===== src/hdl/cfsa_pkg.sv =====
`default_nettype none
package cfsa_pkg;
  // Register byte offsets.
  localparam logic [7:0] A_CMD = 8'h00;
  localparam logic [7:0] A_DATA0 = 8'h04;
  localparam logic [7:0] A_DATA3 = 8'h10;
  localparam logic [7:0] A_PUSH = 8'h14;
  localparam logic [7:0] A_POP = 8'h18;
  localparam logic [7:0] A_STATUS = 8'h1C;
  localparam logic [7:0] A_CTRL = 8'h20;
  localparam logic [7:0] A_CUR = 8'h24;
  localparam logic [7:0] A_FILES = 8'h28;
  localparam logic [7:0] A_PIN = 8'h2C;
  // File table.
  localparam int NFILE = 8;
  localparam logic [15:0] FID_BASE = 16'h6F00;
  // Command codes.
  localparam logic [7:0] OP_UNBLOCK = 8'h00;
  localparam logic [7:0] OP_DEACT = 8'h01;
  localparam logic [7:0] OP_REACT = 8'h02;
  localparam logic [7:0] OP_AUTH_EVEN = 8'h03;
  localparam logic [7:0] OP_AUTH_ODD = 8'h04;
  localparam logic [7:0] OP_FILE_USE = 8'h05;
  // Parameter bytes and lengths.
  localparam logic [7:0] P1_FID = 8'h00;
  localparam logic [7:0] P1_PATH_MF = 8'h08;
  localparam logic [7:0] P1_PATH_DF = 8'h09;
  localparam logic [7:0] UB_LEN = 8'h10;
  localparam logic [7:0] FID_LEN = 8'h02;
  localparam logic [7:0] PATH_MAX = 8'h10;
  // Secrets and retry counters after reset; secret values are arbitrary.
  localparam logic [63:0] UB_SECRET = 64'h3837_3635_3433_3231;
  localparam logic [63:0] PIN_RST = 64'hFFFF_FFFF_FFFF_FFFF;
  localparam logic [3:0] UB_RETRY_INIT = 4'hA;
  localparam logic [1:0] PIN_RETRY_INIT = 2'h3;
  localparam logic [16:0] CTRL_RST = 17'h0_FFFF;
  // Wrapping of authentication data.
  localparam logic [7:0] TAG_CONS = 8'h73;
  localparam logic [7:0] TAG_PRIM = 8'h53;
  localparam logic [7:0] LEN_EXT1 = 8'h81;
  localparam logic [7:0] SHORT_LEN_MAX = 8'h80;
  localparam bit ODD_SUPPORT = 1'b1;
  // Block types in the top three bits of the first parameter byte.
  localparam logic [2:0] BT_FIRST_CH = 3'b100;
  localparam logic [2:0] BT_NEXT_CH = 3'b000;
  localparam logic [2:0] BT_RESEND_CH = 3'b010;
  localparam logic [2:0] BT_FIRST_RS = 3'b101;
  localparam logic [2:0] BT_NEXT_RS = 3'b001;
  localparam logic [2:0] BT_RESEND_RS = 3'b011;
  // Status words.
  localparam logic [15:0] SW_OK = 16'h9000;
  localparam logic [15:0] SW_MORE_CH = 16'h63F1;
  localparam logic [15:0] SW_CH_DONE = 16'h62F3;
  localparam logic [7:0] SW_MORE_RESP_HI = 8'h61;
  localparam logic [11:0] SW_RETRY_HI = 12'h63C;
  localparam logic [15:0] SW_UB_BLOCKED = 16'h6983;
  localparam logic [15:0] SW_AC_FAIL = 16'h6982;
  localparam logic [15:0] SW_COND = 16'h6985;
  localparam logic [15:0] SW_NOT_FOUND = 16'h6A82;
  localparam logic [15:0] SW_BAD_P1P2 = 16'h6A86;
  localparam logic [15:0] SW_BAD_LEN = 16'h6700;
  localparam logic [15:0] SW_BAD_DATA = 16'h6A80;
  localparam logic [15:0] SW_DEACT = 16'h6283;
  localparam logic [15:0] SW_BAD_INS = 16'h6D00;
  // Authentication response object: tag, length byte and payload.
  localparam logic [7:0] RESP_LEN = 8'h20;
  localparam logic [7:0] RESP_TOT = 8'h22;
  localparam logic [7:0] RESP_BODY = 8'h02;

  typedef struct packed {
    logic [7:0] len;
    logic [7:0] p2;
    logic [7:0] p1;
    logic [7:0] op;
  } cfsa_cmd_t;

  typedef enum logic [1:0] {AU_IDLE, AU_CHAL, AU_READY, AU_RESP} cfsa_auth_t;
endpackage
`default_nettype wire


===== src/hdl/cfsa_core.sv =====
// Behaviour
// Unblock data is empty or 16 bytes: unblock secret then new secret.
// Deactivate a file only when its deactivation condition is met; reversible.
// Reactivate a file only when its activation condition is met.
// Successful activate or deactivate makes the addressed file current.
// Failed activate or deactivate leaves current file and directory unchanged.
// Deactivated file refuses every operation except select and reactivate; here only file use is refused, a repeated deactivate still succeeds.
// Addressing byte 00 by id, 08 path from master, 09 from directory; second zero.
// Both parameter bytes zero and no data: act on the current file.
// Terminal selects a suitable application before authenticating.
// Even code only for unwrapped challenges shorter than 256 bytes.
// Odd code data wrapped with tag 73 if structured, else 53.
// Odd code data chained in blocks of at most 255 bytes, reassembled.
// Terminal marks first block, then next blocks of the same chain.
// Return 63F1 while challenge blocks are outstanding, 62F3 when complete.
// First response request runs the computation; segments follow in order.
// Delivering the last response segment completes with 9000.
// Resend request repeats the previous block without restarting the chain.
// Odd code support is optional per application.
// Block type: 100,000,010 challenge first/next/resend; 101,001,011 response.
// Correct unblock secret installs new secret, retries 10 and 3, enables.
// Wrong unblock secret decrements, returns 63CX; tenth blocks; then 6983.
// Pending response segments are signalled by a distinct status word.
// Reserved parameter values or mismatched data length are rejected.
//
// The implementer's own choices: the APB slave port and the register offsets.
`timescale 1ns/1ps
`default_nettype none
module cfsa_core (
  // Clock and reset.
  input wire logic clk_sys,
  input wire logic arst_n,
  // APB slave.
  input wire logic [7:0] paddr,
  input wire logic psel,
  input wire logic penable,
  input wire logic pwrite,
  input wire logic [31:0] pwdata,
  output var logic [31:0] prdata,
  output logic pready,
  output logic pslverr
);
  import cfsa_pkg::*;

  function automatic logic [31:0] mix(input logic [31:0] a, input logic [31:0] b);
    return {a[26:0], a[31:27]} ^ b;
  endfunction

  function automatic logic [7:0] dByte(input logic [127:0] d, input logic [7:0] i);
    return d[{i[3:0], 3'b000} +: 8];
  endfunction

  function automatic logic [7:0] respByte(input logic [31:0] k, input logic [7:0] i);
    logic [31:0] x;
    x = mix(k, {24'h00_0000, i}) ^ {k[15:0], k[31:16]};
    if (i == 8'h00) return TAG_PRIM;
    if (i == 8'h01) return RESP_LEN;
    return x[7:0] ^ x[23:16];
  endfunction

  cfsa_cmd_t cmd_r, cmd_nxt;
  cfsa_auth_t aState_r, aState_nxt;
  logic go_r, go_nxt, rdDone_r, rdDone_nxt;
  logic [31:0] prdata_nxt;
  logic [127:0] data_r, data_nxt;
  logic [16:0] ctrl_r, ctrl_nxt;
  logic [2:0] curEf_r, curEf_nxt;
  logic efValid_r, efValid_nxt;
  logic [15:0] df_r, df_nxt, sw_r, sw_nxt;
  logic [NFILE-1:0] deact_r, deact_nxt;
  logic [63:0] pin_r, pin_nxt;
  logic [3:0] ubRetry_r, ubRetry_nxt;
  logic [1:0] pinRetry_r, pinRetry_nxt;
  logic pinEn_r, pinEn_nxt;
  logic [31:0] blkDig_r, blkDig_nxt, digest_r, digest_nxt, prevDig_r, prevDig_nxt, key_r, key_nxt;
  logic [7:0] blkCnt_r, blkCnt_nxt;
  logic [23:0] hdr_r, hdr_nxt;
  logic [15:0] rxTot_r, rxTot_nxt, prevRx_r, prevRx_nxt, expTot_r, expTot_nxt;
  logic [7:0] segStart_r, segStart_nxt, segLen_r, segLen_nxt, popIdx_r, popIdx_nxt;
  logic [7:0] segEnd, popByte, rsStart, rsRemain;
  logic [15:0] tFid, chRx;
  logic [31:0] chDig;
  logic [2:0] tIdx;
  logic tHit, p1Bad, lenBad, fileCmd, rdReq, wrEn, mapped, chOk, rsOk;
  logic [1:0] dIdx;

  assign segEnd = segStart_r + segLen_r;
  assign popByte = (popIdx_r < segLen_r) ? respByte(key_r, segStart_r + popIdx_r) : 8'h00;
  assign mapped = (paddr[1:0] == 2'b00) && (paddr <= A_PIN);
  assign rdReq = psel & penable & ~pwrite & ~rdDone_r;
  assign wrEn = psel & penable & pwrite;
  // Reads take one wait state so that a status read right after a command sees its result.
  assign pready = penable & (pwrite | rdDone_r);
  assign pslverr = psel & penable & ~mapped;
  assign fileCmd = (cmd_r.op == OP_DEACT) || (cmd_r.op == OP_REACT);
  assign dIdx = 2'(paddr[4:2] - 3'd1);

  // Target file decode for the activation commands.
  always_comb begin
    tFid = {dByte(data_r, cmd_r.len - 8'd2), dByte(data_r, cmd_r.len - 8'd1)};
    tHit = 1'b0;
    tIdx = curEf_r;
    if (cmd_r.len == 8'h00) begin
      tHit = efValid_r;
    end else begin
      for (int i = 0; i < NFILE; i++) begin
        if (tFid == FID_BASE + 16'(i)) begin
          tHit = 1'b1;
          tIdx = 3'(i);
        end
      end
    end
    p1Bad = (cmd_r.p2 != 8'h00) || !((cmd_r.p1 == P1_FID) || (cmd_r.p1 == P1_PATH_MF) ||
            (cmd_r.p1 == P1_PATH_DF));
    // Path addressing resolves only the final file id; intermediate directories are not walked.
    if (cmd_r.p1 == P1_FID) begin
      lenBad = (cmd_r.len != 8'h00) && (cmd_r.len != FID_LEN);
    end else begin
      lenBad = (cmd_r.len < FID_LEN) || cmd_r.len[0] || (cmd_r.len > PATH_MAX);
    end
  end

  always_comb begin
    cmd_nxt = cmd_r;
    aState_nxt = aState_r;
    go_nxt = 1'b0;
    rdDone_nxt = rdReq;
    prdata_nxt = prdata;
    data_nxt = data_r;
    ctrl_nxt = ctrl_r;
    curEf_nxt = curEf_r;
    efValid_nxt = efValid_r;
    df_nxt = df_r;
    sw_nxt = sw_r;
    deact_nxt = deact_r;
    pin_nxt = pin_r;
    ubRetry_nxt = ubRetry_r;
    pinRetry_nxt = pinRetry_r;
    pinEn_nxt = pinEn_r;
    blkDig_nxt = blkDig_r;
    digest_nxt = digest_r;
    prevDig_nxt = prevDig_r;
    key_nxt = key_r;
    blkCnt_nxt = blkCnt_r;
    hdr_nxt = hdr_r;
    rxTot_nxt = rxTot_r;
    prevRx_nxt = prevRx_r;
    expTot_nxt = expTot_r;
    segStart_nxt = segStart_r;
    segLen_nxt = segLen_r;
    popIdx_nxt = popIdx_r;
    chOk = 1'b0;
    chDig = digest_r;
    chRx = rxTot_r;
    rsOk = 1'b0;
    rsStart = segStart_r;
    rsRemain = 8'h00;
    if (wrEn) begin
      if (paddr == A_CMD) begin
        cmd_nxt = cfsa_cmd_t'(pwdata);
        go_nxt = 1'b1;
      end else if ((paddr >= A_DATA0) && (paddr <= A_DATA3) && (paddr[1:0] == 2'b00)) begin
        data_nxt[32*dIdx +: 32] = pwdata;
      end else if (paddr == A_PUSH) begin
        // Challenge bytes are folded into a digest; a block holds at most 255 bytes.
        blkDig_nxt = mix(blkDig_r, {24'h00_0000, pwdata[7:0]});
        if (blkCnt_r < 8'd3) hdr_nxt[{blkCnt_r[1:0], 3'b000} +: 8] = pwdata[7:0];
        if (blkCnt_r != 8'hFF) blkCnt_nxt = blkCnt_r + 8'd1;
      end else if (paddr == A_CTRL) begin
        ctrl_nxt = pwdata[16:0];
      end else if (paddr == A_CUR) begin
        curEf_nxt = pwdata[2:0];
        efValid_nxt = pwdata[3];
        df_nxt = pwdata[31:16];
      end
    end
    if (rdReq) begin
      case (paddr)
        A_CMD: prdata_nxt = cmd_r;
        A_PUSH: prdata_nxt = {24'h00_0000, blkCnt_r};
        A_POP: prdata_nxt = {24'h00_0000, popByte};
        A_STATUS: prdata_nxt = {13'h0000, 2'(aState_r), go_r, sw_r};
        A_CTRL: prdata_nxt = {15'h0000, ctrl_r};
        A_CUR: prdata_nxt = {df_r, 12'h000, efValid_r, curEf_r};
        A_FILES: prdata_nxt = {{(32-NFILE){1'b0}}, deact_r};
        A_PIN: prdata_nxt = {25'h000_0000, pinEn_r, pinRetry_r, ubRetry_r};
        default: prdata_nxt = (mapped && paddr <= A_DATA3) ? data_r[32*dIdx +: 32] : 32'h0000_0000;
      endcase
      if (paddr == A_POP && popIdx_r < segLen_r) popIdx_nxt = popIdx_r + 8'd1;
    end
    if (go_r) begin
      sw_nxt = SW_OK;
      blkCnt_nxt = 8'h00;
      blkDig_nxt = 32'h0000_0000;
      case (cmd_r.op)
        OP_UNBLOCK: begin
          if (cmd_r.p1 != 8'h00) begin
            sw_nxt = SW_BAD_P1P2;
          end else if (cmd_r.len != 8'h00 && cmd_r.len != UB_LEN) begin
            sw_nxt = SW_BAD_LEN;
          end else if (ubRetry_r == 4'h0) begin
            sw_nxt = SW_UB_BLOCKED;
          end else if (cmd_r.len == 8'h00) begin
            sw_nxt = {SW_RETRY_HI, ubRetry_r};
          end else if (data_r[63:0] == UB_SECRET) begin
            pin_nxt = data_r[127:64];
            ubRetry_nxt = UB_RETRY_INIT;
            pinRetry_nxt = PIN_RETRY_INIT;
            pinEn_nxt = 1'b1;
          end else begin
            ubRetry_nxt = ubRetry_r - 4'h1;
            sw_nxt = {SW_RETRY_HI, ubRetry_r - 4'h1};
          end
        end
        OP_DEACT, OP_REACT: begin
          // On any failure the current file and directory are left untouched.
          if (p1Bad) begin
            sw_nxt = SW_BAD_P1P2;
          end else if (lenBad) begin
            sw_nxt = SW_BAD_LEN;
          end else if (!tHit) begin
            sw_nxt = SW_NOT_FOUND;
          end else if (!ctrl_r[(cmd_r.op == OP_DEACT) ? {1'b0, tIdx} : {1'b1, tIdx}]) begin
            sw_nxt = SW_AC_FAIL;
          end else begin
            deact_nxt[tIdx] = (cmd_r.op == OP_DEACT);
            curEf_nxt = tIdx;
            efValid_nxt = 1'b1;
          end
        end
        OP_FILE_USE: begin
          if (!efValid_r) sw_nxt = SW_NOT_FOUND;
          else if (deact_r[curEf_r]) sw_nxt = SW_DEACT;
        end
        OP_AUTH_EVEN: begin
          if (!ctrl_r[16]) begin
            sw_nxt = SW_COND;
          end else if (cmd_r.p1 != 8'h00) begin
            sw_nxt = SW_BAD_P1P2;
          end else if (cmd_r.len == 8'h00 || cmd_r.len != blkCnt_r) begin
            sw_nxt = SW_BAD_LEN;
          end else begin
            key_nxt = blkDig_r;
            segStart_nxt = RESP_BODY;
            segLen_nxt = RESP_LEN;
            popIdx_nxt = 8'h00;
            aState_nxt = AU_IDLE;
          end
        end
        OP_AUTH_ODD: begin
          if (!ODD_SUPPORT) begin
            sw_nxt = SW_BAD_INS;
          end else if (!ctrl_r[16]) begin
            sw_nxt = SW_COND;
          end else if (cmd_r.p1[4:0] != 5'h00) begin
            sw_nxt = SW_BAD_P1P2;
          end else begin
            case (cmd_r.p1[7:5])
              BT_FIRST_CH: begin
                if (cmd_r.len == 8'h00 || cmd_r.len != blkCnt_r) begin
                  sw_nxt = SW_BAD_LEN;
                end else if (hdr_r[7:0] != TAG_CONS && hdr_r[7:0] != TAG_PRIM) begin
                  sw_nxt = SW_BAD_DATA;
                end else if (hdr_r[15:8] < SHORT_LEN_MAX && blkCnt_r >= 8'd2) begin
                  expTot_nxt = {8'h00, hdr_r[15:8]} + 16'h0002;
                  chOk = 1'b1;
                end else if (hdr_r[15:8] == LEN_EXT1 && blkCnt_r >= 8'd3) begin
                  expTot_nxt = {8'h00, hdr_r[23:16]} + 16'h0003;
                  chOk = 1'b1;
                end else begin
                  sw_nxt = SW_BAD_DATA;
                end
                chDig = blkDig_r;
                chRx = {8'h00, cmd_r.len};
                prevDig_nxt = 32'h0000_0000;
                prevRx_nxt = 16'h0000;
              end
              BT_NEXT_CH: begin
                if (aState_r != AU_CHAL) sw_nxt = SW_COND;
                else if (cmd_r.len == 8'h00 || cmd_r.len != blkCnt_r) sw_nxt = SW_BAD_LEN;
                else chOk = 1'b1;
                chDig = mix(digest_r, blkDig_r);
                chRx = rxTot_r + {8'h00, cmd_r.len};
                if (chOk) prevDig_nxt = digest_r;
                if (chOk) prevRx_nxt = rxTot_r;
              end
              BT_RESEND_CH: begin
                // The last block is replaced, not appended.
                if (aState_r != AU_CHAL && aState_r != AU_READY) sw_nxt = SW_COND;
                else if (cmd_r.len == 8'h00 || cmd_r.len != blkCnt_r) sw_nxt = SW_BAD_LEN;
                else chOk = 1'b1;
                chDig = mix(prevDig_r, blkDig_r);
                chRx = prevRx_r + {8'h00, cmd_r.len};
              end
              BT_FIRST_RS: begin
                if (aState_r != AU_READY && aState_r != AU_RESP) begin
                  sw_nxt = SW_COND;
                end else begin
                  key_nxt = digest_r;
                  rsStart = 8'h00;
                  rsOk = 1'b1;
                end
              end
              BT_NEXT_RS: begin
                if (aState_r != AU_RESP || segEnd == RESP_TOT) begin
                  sw_nxt = SW_COND;
                end else begin
                  rsStart = segEnd;
                  rsOk = 1'b1;
                end
              end
              BT_RESEND_RS: begin
                if (aState_r != AU_RESP) sw_nxt = SW_COND;
                else rsOk = 1'b1;
              end
              default: sw_nxt = SW_BAD_P1P2;
            endcase
          end
          if (chOk) begin
            digest_nxt = chDig;
            rxTot_nxt = chRx;
            sw_nxt = (chRx >= expTot_nxt) ? SW_CH_DONE : SW_MORE_CH;
            aState_nxt = (chRx >= expTot_nxt) ? AU_READY : AU_CHAL;
          end
          if (rsOk) begin
            rsRemain = RESP_TOT - rsStart;
            segStart_nxt = rsStart;
            segLen_nxt = (cmd_r.len == 8'h00 || cmd_r.len > rsRemain) ? rsRemain : cmd_r.len;
            popIdx_nxt = 8'h00;
            aState_nxt = AU_RESP;
            if (rsStart + segLen_nxt != RESP_TOT) begin
              sw_nxt = {SW_MORE_RESP_HI, RESP_TOT - rsStart - segLen_nxt};
            end // Otherwise the status stays at completion.
          end
        end
        default: sw_nxt = SW_BAD_INS;
      endcase
    end
  end

  always_ff @(posedge clk_sys or negedge arst_n) begin
    if (!arst_n) begin
      cmd_r <= '0;
      aState_r <= AU_IDLE;
      go_r <= 1'b0;
      rdDone_r <= 1'b0;
      prdata <= 32'h0000_0000;
      data_r <= '0;
      ctrl_r <= CTRL_RST;
      curEf_r <= 3'h0;
      efValid_r <= 1'b0;
      df_r <= 16'h0000;
      sw_r <= SW_OK;
      deact_r <= '0;
      pin_r <= PIN_RST;
      ubRetry_r <= UB_RETRY_INIT;
      pinRetry_r <= PIN_RETRY_INIT;
      pinEn_r <= 1'b1;
      blkDig_r <= 32'h0000_0000;
      digest_r <= 32'h0000_0000;
      prevDig_r <= 32'h0000_0000;
      key_r <= 32'h0000_0000;
      blkCnt_r <= 8'h00;
      hdr_r <= 24'h00_0000;
      rxTot_r <= 16'h0000;
      prevRx_r <= 16'h0000;
      expTot_r <= 16'h0000;
      segStart_r <= 8'h00;
      segLen_r <= 8'h00;
      popIdx_r <= 8'h00;
    end else begin
      cmd_r <= cmd_nxt;
      aState_r <= aState_nxt;
      go_r <= go_nxt;
      rdDone_r <= rdDone_nxt;
      prdata <= prdata_nxt;
      data_r <= data_nxt;
      ctrl_r <= ctrl_nxt;
      curEf_r <= curEf_nxt;
      efValid_r <= efValid_nxt;
      df_r <= df_nxt;
      sw_r <= sw_nxt;
      deact_r <= deact_nxt;
      pin_r <= pin_nxt;
      ubRetry_r <= ubRetry_nxt;
      pinRetry_r <= pinRetry_nxt;
      pinEn_r <= pinEn_nxt;
      blkDig_r <= blkDig_nxt;
      digest_r <= digest_nxt;
      prevDig_r <= prevDig_nxt;
      key_r <= key_nxt;
      blkCnt_r <= blkCnt_nxt;
      hdr_r <= hdr_nxt;
      rxTot_r <= rxTot_nxt;
      prevRx_r <= prevRx_nxt;
      expTot_r <= expTot_nxt;
      segStart_r <= segStart_nxt;
      segLen_r <= segLen_nxt;
      popIdx_r <= popIdx_nxt;
    end
  end
endmodule
`default_nettype wire


===== config.mk =====
export PLATFORM = sky130hd
export DESIGN_NAME = cfsa_core
export DESIGN_NICKNAME = d
export VERILOG_FILES = /design/src/hdl/cfsa_pkg.sv /design/src/hdl/cfsa_core.sv
export SDC_FILE = /design/constraint.sdc
export NUM_CORES = 1
export LEC_CHECK = 0
export BUFFER_PORTS_ARGS = -buffer_cell sky130_fd_sc_hd__buf_2
export CORE_AREA = 4 4 224 335
export CTS_BUF_LIST = sky130_fd_sc_hd__clkbuf_8
export CTS_CLUSTER_DIAMETER = 200
export DETAILED_ROUTE_END_ITERATION = 12
export DIE_AREA = 0 0 228 339
export PLACE_DENSITY = 0.67
export SLEW_MARGIN = 20
export SYNTH_ARGS = -nofsm -noshare
export SYNTH_HDL_FRONTEND = slang
export SYNTH_SLANG_ARGS = --single-unit

===== constraint.sdc =====
create_clock -name clk_sys -period 11.9 [get_ports clk_sys]
set_clock_uncertainty 0.05 [all_clocks]
set_input_delay 0.595 -clock clk_sys [delete_from_list [all_inputs] [get_ports clk_sys]]
set_output_delay 0.595 -clock clk_sys [all_outputs]
set_load 0.02 [all_outputs]

==> metrics.csv <==
metric,value,unit
outcome,"complete, no violations",
path_clk_slew,0.06,ns
synthDominantCellAreaShare,40.8,%
grt_pass1_wl,149000,um
slew_headroom,28.3,%
seq_power_share,48.8,%
holdWs,0.132,ns
synth_simple_gate_area_share,19.3,%
gp_congestion,1.00,
required,12.43,ns
final_common_cell,nand2_1,
htree_levels,3,
crit_type,flip-flop to flip-flop,
drc,0,
insertion_delay,0.70,ns
r2r-start,segStart_r[0],
drive_above_1_share,13.9,%
hold_depth,3,
avgSynthCellArea,9.25,um2
comb_power_share,6.1,%
hold_end,cmd_r[29],
overflow,0,
ys_seq_area_share,42.5,%
synth_top_family_by_area,simple AND/OR/NAND/NOR gates,
tightest_slew,1.08,ns
start_util,39.5,%
ios,79,
final-hold-violation-count,0,
die_w,228,um
rsz0062_at_grt,no,
synth_cell_type_count,98,
final_antenna_net_count,0,
nNetsFinal,3221,
clockBufferDepth,3,
setup_tns,0,ns
die_height,339,um
p_per_area,110,nW/um2
crit_fanout,11,
cts_buffers,79,
routed_wirelength,97300,um
vias_per_cell,5.97,
max-cap-violations,0,
clkPwrFrac,45.1,%
vias,24300,
post_drt_wl_per_cell,23.9,um
startpoint_type,flip-flop,
antenna_found_initial,2,
synthAdderAreaFrac,4.29,%
fillers,7000,
cts_tree,yes,
synth_area_leader_cell,dfrtp_1,
arrival,10.44,ns
setup_ws,1.99,ns
portBuffers,78,
peakVddDrop,0.0897,mV
final_cell_mix,"609 x nand2_1, 462 x dfrtp_1, 212 x o21ai_0, 187 x nor2_1, 113 x a21oi_1",
synth_seq_cells,484,
synthArstFlopShare,100,%
grt_pass1_vias,24200,
synth_compound_area_share,15.4,%
p_total,0.00345,W
cts_root_buf,clkbuf_8,
period_needed,9.91,ns
max_freq,101,MHz
instances_no_fill,4064,
cts.sinks,484,
die-area,77300,um2
grt.total_usage,24.7,%
yosys-mux-area-fraction,10.5,%
swShare,26.0,%
core_area,72200,um2
finalCritPeriodShare,83.3,%
crit_path_max_incr_delay,0.49,ns
end_kind,flip-flop,
hp-class,input port to flip-flop,
regToRegSetupSlack,1.99,ns
yosysWarnings,0,
netlist_area,28500,um2
syn_to_final_growth,9.97,%
place_hpwl,67900,um
p_int,0.00255,W
reg2reg_depth,41,
p_leak,13.7,nW
drt_iter0_drc,2222,
power_switching,0.000898,W
pre_cts_ws,2.03,ns
rows,121,
rr_endpoint,sw_r[0],
synth_ff_type,dfrtp_1,
synth_nets,3223,
placed_cells,3921,
drt-pass1-iter-count,6,
crit_slowest_cell,o311ai_1,
synthTopCellsByArea,"dfrtp_1 41%, nand2_1 8.1%, mux4_2 4.5%",
setup_violations,0,
synth_xor_area_share,4.35,%
holdCritStartpoint,pwdata[29],
syn_inst,3084,
grt_max_degree,153,
slew_violations,0,
synth_edf_count,0,
through the flow:
stage	util (%)	instance area (um2)
CTS	43.4	31400
global route	43.5	31400
finish	43.5	31400
global placement	41.1	29700
detailed placement	41.1	29700
floorplan	-	28500
cells by family after synthesis:
logic type	count (synthesis)
and+or+nand+nor	1205
AOI/OAI and AO/OA	671
xor gates and xnor gates	141
adders and majority gates	95
DFF	484
buffers and inverters	270
muxes	218
worst max-delay path by stage:
stage                  start      end  slack [ns]  cells past startpoint
3_3_place_gp   segStart_r[0]  sw_r[0]        2.23                     41
2_1_floorplan  segStart_r[0]  sw_r[0]        3.61                     42
3_5_place_dp   segStart_r[0]  sw_r[0]        2.03                     41
5_1_grt        segStart_r[0]  sw_r[0]        1.22                     41
6_report       segStart_r[0]  sw_r[0]        1.99                     41
4_1_cts        segStart_r[0]  sw_r[0]        2.00                     41
layout make-up:
type	count	area [um2]	area share, %
Inverter	66	248	0.789
Multi-Input combinational cell	2330	15400	49.1
Clock buffer	101	1390	4.43
Tap cell	922	1150	3.68
Timing Repair Buffer	121	738	2.35
Antenna cell	2	5.00	0.0159
Sequential cell	484	12100	38.7
Clock inverter	38	288	0.917
worst max-delay path, delay by kind of cell, from the launching register on:
kind | cells | cell delay [ns]
adder cells (fa/ha/maj) | 6 | 1.93
AND/OR/NAND/NOR | 11 | 2.39
buffers and inverters | 3 | 0.31
AO/OA/AOI/OAI | 19 | 4.19
flip-flops | 1 | 0.45
multiplexers | 1 | 0.15
XOR/XNOR | 1 | 0.32
layer usage:
layer | vias up | track usage, % | wire length (um)
met5 | - | 0 | 0
met4 | 0 | 18.5 | 8380
met3 | 325 | 3.97 | 6290
met2 | 1082 | 41.2 | 46800
met1 | 11800 | 28.4 | 35800
li1 | 11000 | - | -
timing repair:
item | in CTS | in global routing
buffers inserted | 0 | 0
resized for setup | 0 | 0
hold buffers | 1 | 0
endpoints found under the hold margin | 91 | 0
setup endpoints to repair | 0 | 0
Yosys cell counts, types with 37 or more instances:
master    count
nor3_1       37
o31ai_1     106
mux2i_1      85
dfrtp_1     465
xnor2_1     102
nand3_1      89
mux4_2       57
nor4_1       37
nand2_1     615
o21ai_0     212
ha_1         89
mux2_2       64
inv_1        63
xor2_1       38
nor2_1      188
nand2b_1     54
a21oi_1     113
clkbuf_1    167
power by group through the flow:
stage               Combinational (W)  Sequential (W)  Clock, W
global placement             0.000210         0.00171         0
floorplan                   0.0000958         0.00172         0
finish                       0.000210         0.00169   0.00156
global route                 0.000228         0.00169   0.00166
detailed placement           0.000210         0.00171         0
CTS                          0.000211         0.00169   0.00159
flip-flops by register name (all words and copies together) (netlist names), 2 cells and up:
register,flops
segStart_r,8
ubRetry_r,4
segLen_r,8
deact_r,8
prevDig_r,32
sw_r,14
expTot_r,16
digest_r,32
key_r,26
prdata,32
popIdx_r,8
prevRx_r,16
curEf_r,3
ctrl_r,17
hdr_r,23
blkDig_r,32
aState_r,2
df_r,16
cmd_r,32
rxTot_r,16
data_r,128
blkCnt_r,8
Power figures use the tool's default switching activity.
